File: src/common/fpd_pkg.sv
// fixed_direction_port_handshake constants and carrier types
// assumes a byte-wide register file with separate read and write strobes
package fpd_pkg;
   localparam int DW = 8;
   localparam logic [7:0] DATA_ADDR = 8'h03;
   localparam logic [7:0] MODE_ADDR = 8'hF7;
   localparam logic [7:0] DATA_RST = 8'h00;
   localparam logic [7:0] MODE_RST = 8'h00;
   // mode register field positions
   localparam int MB_ANALOG = 1;
   localparam int MB_HS0 = 2;
   localparam int MB_HS1_LO = 3;
   localparam int MB_HS1_HI = 4;
   localparam int MB_HS2 = 6;
   // handshake channel to line mapping (input line index 0..3,
   // output line index 0..3 meaning lines 4..7)
   localparam int NCH = 3;
   localparam logic [1:0] HS_IN_LINE [NCH] = '{2'h2, 2'h3, 2'h1};
   localparam logic [1:0] HS_OUT_LINE [NCH] = '{2'h1, 2'h0, 2'h2};
   // interrupt request index driven by each input line
   localparam logic [1:0] IRQ_OF_LINE [4] = '{2'h3, 2'h2, 2'h0, 2'h1};
   localparam int SYNC_STAGES = 2;

   typedef enum logic [1:0] {
      FPD_IDLE,
      FPD_ACTIVE,
      FPD_WAIT
   } fpd_hs_e;

   // special function selects and values from the neighbouring blocks
   typedef struct packed {
      logic serial_en;
      logic timer_out_en;
      logic spi_en;
      logic ext_mem_en;
      logic cmp_out_en;
      logic serial_tx;
      logic timer_output;
      logic spi_serial_clock;
      logic spi_slave_sel;
      logic ext_memory_status;
      logic comparator_a_result;
      logic comparator_b_result;
   } fpd_sfn_s;

   typedef struct packed {
      logic wr;
      logic rd;
      logic [7:0] addr;
      logic [7:0] wdata;
   } fpd_reg_req_s;
endpackage : fpd_pkg

File: src/rtl/fpd_port.sv
// fixed-direction eight-line port with byte-port handshakes
// assumes register strobes are one-cycle pulses and that the byte ports
// (direction logic elsewhere) report their reads and writes here.
`timescale 1ns/1ps
module fpd_port #(
   parameter int W = 8
) (
   input wire logic clk_i,
   input wire logic srst_i,
   input wire fpd_pkg::fpd_reg_req_s reg_req_i,
   output logic [7:0] reg_rdata_o,
   input wire logic [3:0] in_line_i,
   output logic [3:0] out_line_o,
   output logic [3:0] int_request_o,
   output logic serial_receive_in_o,
   output logic timer_input_o,
   input wire fpd_pkg::fpd_sfn_s sfn_i,
   input wire logic [2:0] port_dir_out_i,
   input wire logic [2:0] port_rd_i,
   input wire logic [2:0] port_wr_i,
   input wire logic [W-1:0] port_pins_i [3],
   input wire logic [W-1:0] port_wdata_i [3],
   output logic [W-1:0] port_latch_o [3],
   output logic [W-1:0] port_drive_o [3]
);
   logic [3:0] sync1_q;
   logic [3:0] sync2_q;
   logic [3:0] prev_q;
   logic [3:0] fall;
   logic [7:0] out_reg_q;
   logic [7:0] mode_q;
   logic [7:0] rdata_q;
   logic [2:0] hs_en;
   logic [3:0] hs_drive;
   logic [3:0] hs_val;
   logic [3:0] sfn_drive;
   logic [3:0] sfn_val;
   logic [3:0] busy;
   logic [3:0] irq_line;
   logic [3:0] irq_q;
   logic data_wr;
   logic mode_wr;
   logic data_rd;

   // register decode
   assign data_wr = reg_req_i.wr && reg_req_i.addr == fpd_pkg::DATA_ADDR;
   assign mode_wr = reg_req_i.wr && reg_req_i.addr == fpd_pkg::MODE_ADDR;
   assign data_rd = reg_req_i.rd && reg_req_i.addr == fpd_pkg::DATA_ADDR;

   // handshake enables from the mode register; all zero is plain I/O
   assign hs_en[0] = mode_q[fpd_pkg::MB_HS0];
   assign hs_en[1] = mode_q[fpd_pkg::MB_HS1_LO] &&
                     mode_q[fpd_pkg::MB_HS1_HI];
   assign hs_en[2] = mode_q[fpd_pkg::MB_HS2];

   // two-stage synchroniser; only stage two feeds logic
   always_ff @(posedge clk_i) begin
      if (srst_i) begin
         sync1_q <= 4'hF;
         sync2_q <= 4'hF;
         prev_q <= 4'hF;
      end else begin
         sync1_q <= in_line_i;
         sync2_q <= sync1_q;
         prev_q <= sync2_q;
      end
   end
   assign fall = prev_q & ~sync2_q;

   // falling edges on each input line raise its mapped request; the
   // reference line cannot interrupt while the comparators are analog
   assign irq_line[0] = fall[0];
   assign irq_line[1] = fall[1];
   assign irq_line[2] = fall[2];
   assign irq_line[3] = fall[3] && !mode_q[fpd_pkg::MB_ANALOG];
   generate
      for (genvar l = 0; l < 4; l++) begin : g_irq
         always_ff @(posedge clk_i) begin
            if (srst_i) begin
               irq_q[fpd_pkg::IRQ_OF_LINE[l]] <= 1'b0;
            end else begin
               irq_q[fpd_pkg::IRQ_OF_LINE[l]] <= irq_line[l];
            end
         end
      end
   endgenerate
   assign int_request_o = irq_q;

   assign serial_receive_in_o = sync2_q[0];
   assign timer_input_o = sync2_q[1];

   // per-channel handshake engines
   logic [3:0] hs_drv_ch [3];
   logic [3:0] hs_val_ch [3];
   generate
      for (genvar c = 0; c < fpd_pkg::NCH; c++) begin : g_hs
         fpd_pkg::fpd_hs_e st_q;
         logic rd_seen_q;
         logic pend_q;
         logic [W-1:0] pend_data_q;
         logic [W-1:0] latch_q;
         logic [W-1:0] drive_q;
         logic strobe_in;
         logic strobe_fall;
         logic is_out;
         logic line_val;
         assign strobe_in = sync2_q[fpd_pkg::HS_IN_LINE[c]];
         assign strobe_fall = fall[fpd_pkg::HS_IN_LINE[c]];
         assign is_out = port_dir_out_i[c];
         // input side: ready high in idle; output side: strobe low active
         assign line_val = is_out ? (st_q != fpd_pkg::FPD_ACTIVE)
                                  : (st_q == fpd_pkg::FPD_IDLE);

         always_ff @(posedge clk_i) begin
            if (srst_i || !hs_en[c]) begin
               st_q <= fpd_pkg::FPD_IDLE;
               rd_seen_q <= 1'b0;
               pend_q <= 1'b0;
            end else if (!is_out) begin
               pend_q <= 1'b0;
               unique case (st_q)
                  fpd_pkg::FPD_IDLE: begin
                     rd_seen_q <= 1'b0;
                     if (strobe_fall) begin
                        st_q <= fpd_pkg::FPD_WAIT;
                     end
                  end
                  default: begin
                     // read may arrive with the strobe still low; keep it
                     if (port_rd_i[c]) begin
                        rd_seen_q <= 1'b1;
                     end
                     if ((rd_seen_q || port_rd_i[c]) && strobe_in) begin
                        st_q <= fpd_pkg::FPD_IDLE;
                     end
                  end
               endcase
            end else begin
               rd_seen_q <= 1'b0;
               unique case (st_q)
                  fpd_pkg::FPD_IDLE: begin
                     // ready input is the strobe line in output mode
                     if ((pend_q || port_wr_i[c]) && strobe_in) begin
                        st_q <= fpd_pkg::FPD_ACTIVE;
                     end
                     pend_q <= 1'b0;
                  end
                  fpd_pkg::FPD_ACTIVE: begin
                     if (port_wr_i[c]) begin
                        pend_q <= 1'b1;
                     end
                     if (!strobe_in) begin
                        st_q <= fpd_pkg::FPD_WAIT;
                     end
                  end
                  default: begin
                     if (port_wr_i[c]) begin
                        pend_q <= 1'b1;
                     end
                     if (strobe_in) begin
                        st_q <= fpd_pkg::FPD_IDLE;
                     end
                  end
               endcase
            end
         end

         // data paths kept out of the state process
         always_ff @(posedge clk_i) begin
            if (srst_i) begin
               latch_q <= '0;
            end else if (!hs_en[c] || is_out) begin
               latch_q <= port_pins_i[c];
            end else if (st_q == fpd_pkg::FPD_IDLE && strobe_fall) begin
               latch_q <= port_pins_i[c];
            end
         end
         always_ff @(posedge clk_i) begin
            if (srst_i) begin
               pend_data_q <= '0;
            end else if (port_wr_i[c]) begin
               pend_data_q <= port_wdata_i[c];
            end
         end
         // new data reaches the pins only while the interface is idle
         always_ff @(posedge clk_i) begin
            if (srst_i) begin
               drive_q <= '0;
            end else if (!hs_en[c] || st_q == fpd_pkg::FPD_IDLE) begin
               if (port_wr_i[c]) begin
                  drive_q <= port_wdata_i[c];
               end else if (pend_q) begin
                  drive_q <= pend_data_q;
               end
            end
         end
         assign port_latch_o[c] = latch_q;
         assign port_drive_o[c] = drive_q;
         assign hs_drv_ch[c] = hs_en[c] ?
            (4'h1 << fpd_pkg::HS_OUT_LINE[c]) : 4'h0;
         assign hs_val_ch[c] = line_val ?
            (4'h1 << fpd_pkg::HS_OUT_LINE[c]) : 4'h0;
      end
   endgenerate

   assign hs_drive = hs_drv_ch[0] | hs_drv_ch[1] | hs_drv_ch[2];
   assign hs_val = (hs_val_ch[0] & hs_drv_ch[0]) |
                   (hs_val_ch[1] & hs_drv_ch[1]) |
                   (hs_val_ch[2] & hs_drv_ch[2]);

   // special outputs; comparator results win over spi and memory status
   assign sfn_drive[0] = sfn_i.spi_en || sfn_i.ext_mem_en ||
                         sfn_i.cmp_out_en;
   assign sfn_val[0] = sfn_i.cmp_out_en ? sfn_i.comparator_a_result :
                       sfn_i.spi_en ? sfn_i.spi_serial_clock :
                       sfn_i.ext_memory_status;
   assign sfn_drive[1] = sfn_i.spi_en || sfn_i.cmp_out_en;
   assign sfn_val[1] = sfn_i.cmp_out_en ? sfn_i.comparator_b_result :
                       sfn_i.spi_slave_sel;
   assign sfn_drive[2] = sfn_i.timer_out_en;
   assign sfn_val[2] = sfn_i.timer_output;
   assign sfn_drive[3] = sfn_i.serial_en || sfn_i.cmp_out_en;
   assign sfn_val[3] = sfn_i.cmp_out_en ? sfn_i.comparator_b_result :
                       sfn_i.serial_tx;

   // handshake takes priority over any other special use of a line
   assign busy = hs_drive | sfn_drive;

   // shared output register; lines in special use keep stored bits,
   // so deselecting a function restores the previous pin value
   always_ff @(posedge clk_i) begin
      if (srst_i) begin
         out_reg_q <= fpd_pkg::DATA_RST;
      end else if (data_wr) begin
         out_reg_q[7:4] <= (reg_req_i.wdata[7:4] & ~busy) |
                           (out_reg_q[7:4] & busy);
      end
   end

   // write-only mode register; reset clears every handshake enable and the analog select
   always_ff @(posedge clk_i) begin
      if (srst_i) begin
         mode_q <= fpd_pkg::MODE_RST;
      end else if (mode_wr) begin
         mode_q <= reg_req_i.wdata;
      end
   end

   // one-cycle read latency; unmapped and mode reads return zero
   always_ff @(posedge clk_i) begin
      if (srst_i) begin
         rdata_q <= 8'h00;
      end else if (data_rd) begin
         rdata_q <= {out_reg_q[7:4], sync2_q};
      end else if (reg_req_i.rd) begin
         rdata_q <= 8'h00;
      end
   end
   assign reg_rdata_o = rdata_q;

   // lines 0..3 only ever sense; lines 4..7 only ever drive
   assign out_line_o = (hs_drive & hs_val) |
                       (~hs_drive & sfn_drive & sfn_val) |
                       (~busy & out_reg_q[7:4]);
endmodule : fpd_port

File: config.mk
export PLATFORM = sky130hd
export DESIGN_NAME = fpd_port
export DESIGN_NICKNAME = d
export VERILOG_FILES = /design/src/common/fpd_pkg.sv /design/src/rtl/fpd_port.sv
export SDC_FILE = /design/constraint.sdc
export NUM_CORES = 1
export LEC_CHECK = 0
export BUFFER_PORTS_ARGS = -buffer_cell sky130_fd_sc_hd__clkbuf_2
export CAP_MARGIN = 20
export CORE_ASPECT_RATIO = 0.9
export CORE_UTILIZATION = 42
export DETAILED_ROUTE_END_ITERATION = 7
export PLACE_DENSITY = 0.69
export SYNTH_ARGS = -nofsm -noshare
export SYNTH_HDL_FRONTEND = slang
export SYNTH_SLANG_ARGS = --single-unit
File: constraint.sdc
create_clock -name clk_i -period 4 [get_ports clk_i]
set_input_delay 0.8 -clock clk_i [delete_from_list [all_inputs] [get_ports clk_i]]
set_output_delay 0.8 -clock clk_i [all_outputs]
set_load 0.02 [all_outputs]
==> results.py <==
metrics = {
    "run_status": {
        "status": "finished, violations left",
        "violations": "design-rule violations",
    },
    "sta": {
        "hold_violations": 0,
        "tightest_slew_ns": 1.080,
        "slew_headroom": 0.2798,
        "finalCriticalPeriod_ns": 2.643,
        "finalSetupViolCount": 0,
        "period_share": 0.6608,
        "grt_setup_unrepaired": "no",
        "finalMaxSlewViolations": 0,
        "fin_skew_ns": 0.006618,
        "fin_tns_setup_ns": 0,
        "fmax_mhz": 378.3,
    },
    "critical_path": {
        "r2r-end": "g_hs[0].latch_q[6]",
        "reg2reg_depth": 4,
        "cp-startpoint": "sfn_i[9]",
        "r2r_setup_slack_ns": 2.29,
        "crit_chain": "clkbuf_2, mux2_2, mux2_2, nor2_1, a21oi_1, clkbuf_2",
        "cp-end-kind": "output pin",
        "path_class": "primary input to output pin",
        "worst_setup_path_start_kind": "primary input",
        "worstReg2RegStart": "g_hs[0].st_q[1]",
        "worst-path-buf-inv": 2,
        "cp_data_required_time_ns": 3.20,
        "cp_slowest_stage_delay_ns": 0.33,
        "crit_fanout": 5,
        "crit_family": "multiplexers",
        "cp_slowest_cell": "mux2_2",
        "worst_ep_arrival_time_ns": 1.84,
    },
    "cts": {
        "clock-sinks": 117,
        "cts-resized-gates": 0,
        "cts_buffers": 17,
        "clk_pin_slew_ns": 0.05,
        "cts-root-buf": "clkbuf_16",
        "post_cts_buffers": 0,
        "clockBufferDepth": 2,
        "cts_tree": "yes",
        "hold_buffers": 0,
        "insertion_delay_ns": 0.40,
        "htree_levels": 4,
    },
    "logic_synthesis": {
        "ys_ff_latch": 117,
        "syn_area_mm2": 0.004487,
        "avgSynthCellArea_um2": 9.949,
        "syn-num-nets": 544,
        "syn_inst": 451,
        "ys.flop_type": "dfxtp_1",
        "yosysUniqueCellTypes": 46,
        "yosys_warnings": 0,
        "ys_seq_area_frac": 0.5220,
        "synth-edff-count": 0,
        "netlist_top_cells_count": "dfxtp_1 (117), nor2_1 (101), mux2i_1 (61)",
        "async_flop_share": 0,
        "yosysTopAreaCellShare": 0.5220,
        "yosysTopAreaCell": "dfxtp_1",
        "ys_top_cells_by_area": "dfxtp_1 (52%), mux2i_1 (14%), nor2_1 (8.4%)",
        "synth_most_common_cell": "dfxtp_1",
    },
    "power": {
        "internal_power_mw": 2.396,
        "seq_power_share": 0.404,
        "p_leak_nw": 2.681,
        "switching_power_uw": 672.3,
        "clockPowerShare": 0.513,
        "sw_frac_of_total": 0.2191,
        "power_density_mw_per_mm2": 514.6,
        "ir_drop_mv": 0.2682,
        "pwr-share-comb": 0.082,
    },
    "drt": {
        "ant_nets": 0,
        "drt-pass1-iter-count": 6,
        "viasPerCell": 4.964,
        "drc": 15,
        "drt_wl_total_um": 9768,
        "drtIter0Drc": 196,
        "wl_per_cell_um": 13.15,
        "dr_total_vias": 3688,
    },
    "worst_hold_path": {
        "holdPathEnd": "int_request_o[3]",
        "hp-start": "prev_q[0]",
        "min_path_cells": 2,
        "hold_class": "flop to flop",
    },
    "global_route": {
        "grt_max_degree": 112,
        "grt_pass1_vias": 3533,
        "track_usage": 0.1850,
        "grt_pass1_wl_um": 16100,
        "antenna_found_initial": 0,
        "grt-ovfl-total": 0,
    },
    "floorplan": {
        "io_pins": 159,
        "fp.dieW_um": 111.0,
        "die_h_um": 100.1,
        "die_area_mm2": 0.01110,
        "core_mm2": 0.01033,
        "start_util": 0.4341,
        "row_count": 35,
    },
    "final_layout": {
        "fin_nets": 695,
        "syn_to_final_growth_pct": 32.91,
        "diodes": 0,
        "final_area_mm2": 0.005963,
        "drive_gt1_frac": 0.3534,
    },
    "flow_run": {
        "maxCapViolations": 0,
    },
    "placed_design": {
        "dpl.hpwl_um": 6901,
        "globalplace.congestion": 0.7754,
        "dpl_cell_area_mm2": 0.005335,
        "io_buffers": 157,
    },
}
## cells in the final DEF, fill, tap and decap left out, types with 4 or more instances in the layout
| cell | instances |
|---|---|
| nor4_1 | 5 |
| mux2_2 | 4 |
| nor3_1 | 4 |
| nand2_1 | 8 |
| or2_2 | 12 |
| dfxtp_1 | 117 |
| nor3b_1 | 4 |
| nor2_1 | 101 |
| clkbuf_8 | 6 |
| clkbuf_2 | 156 |
| o21ai_0 | 7 |
| a21oi_1 | 13 |
| a211oi_1 | 25 |
| or3_1 | 4 |
| clkbuf_16 | 17 |
| mux2i_1 | 61 |
| nor2b_1 | 13 |
| nand2b_1 | 8 |
## final cells by class
cell class              instances  area, µm²
fillers                       923       4372
flip-flops and latches        117       2342
clock inverters                 8      120.1
repair buffers                158      795.8
clock buffers                  23      508.0
inverters                       3      11.26
well taps                     129      161.4
multi-input cells             305       2024
## power groups by stage
stage / clock (mW) / combinational (mW) / sequential (mW)
after global routing: 1.67 / 0.278 / 1.25
final: 1.58 / 0.253 / 1.24
after global placement: 0 / 0.250 / 1.26
after floorplan: 0 / 0.115 / 1.30
after CTS: 1.61 / 0.257 / 1.24
after detailed placement: 0 / 0.256 / 1.26
## how the worst max path moves through the flow
stage                          to  cells past startpoint  slack (ns)
floorplan           out_line_o[0]                      2        1.59
global placement    out_line_o[1]                      6        1.36
detailed placement  out_line_o[1]                      6        1.35
CTS                 out_line_o[1]                      6        1.35
global route        out_line_o[1]                      6        1.29
finish              out_line_o[1]                      6        1.36
## kinds of logic (layout without fill, tap and decap cells)
family,Yosys count,in the layout,share of synthesized area
simple gates,175,175,0.1983
mux,65,65,0.1461
flops,117,117,0.5220
compound gates,63,63,0.1029
xor+xnor,2,2,0.003905
buf+inv,29,192,0.02677
## per-stage QoR
| step | util | worst slack [ns] | hold slack, ns | cells | power, mW |
|---|---|---|---|---|---|
| global route | 0.5770 | 1.285 | 0.4304 | 743 | 3.190 |
| finish | 0.5770 | 1.357 | 0.4014 | 743 | 3.069 |
| global placement | 0.5162 | 1.364 | 0.3927 | 712 | 1.512 |
| CTS | 0.5770 | 1.351 | 0.4064 | 743 | 3.107 |
| floorplan | - | 1.591 | 0.3895 | 451 | 1.415 |
| detailed placement | 0.5162 | 1.354 | 0.3936 | 712 | 1.520 |
## sequential cells by signal (all words and copies together) (netlist names), named ones only
name,count
mode_q,5
prev_q,4
g_hs.pend_data_q,24
g_hs.pend_q,3
sync2_q,4
g_hs.st_q,6
g_hs.latch_q,24
reg_rdata_o,8
g_hs.drive_q,24
sync1_q,4
int_request_o,4
g_hs.rd_seen_q,3
## layer usage
metal | up-vias | part of all wire | global-route usage | routed length (µm)
li1 | 1875 | - | - | -
met4 | 0 | 0.012 | 0.07587 | 116
met1 | 1697 | 0.45 | 0.2193 | 4440
met5 | - | 0 | 0 | 0
met3 | 13 | 0.055 | 0.06159 | 534
met2 | 103 | 0.48 | 0.3106 | 4677
## worst reg2reg max path, cell delays in order, from the launching register on
cell	delay [ns]
dfxtp_1	0.47
nor2_1	0.18
a21oi_2	0.59
mux2i_1	0.26
nor2_1	0.05
Power figures use the tool's default switching activity.
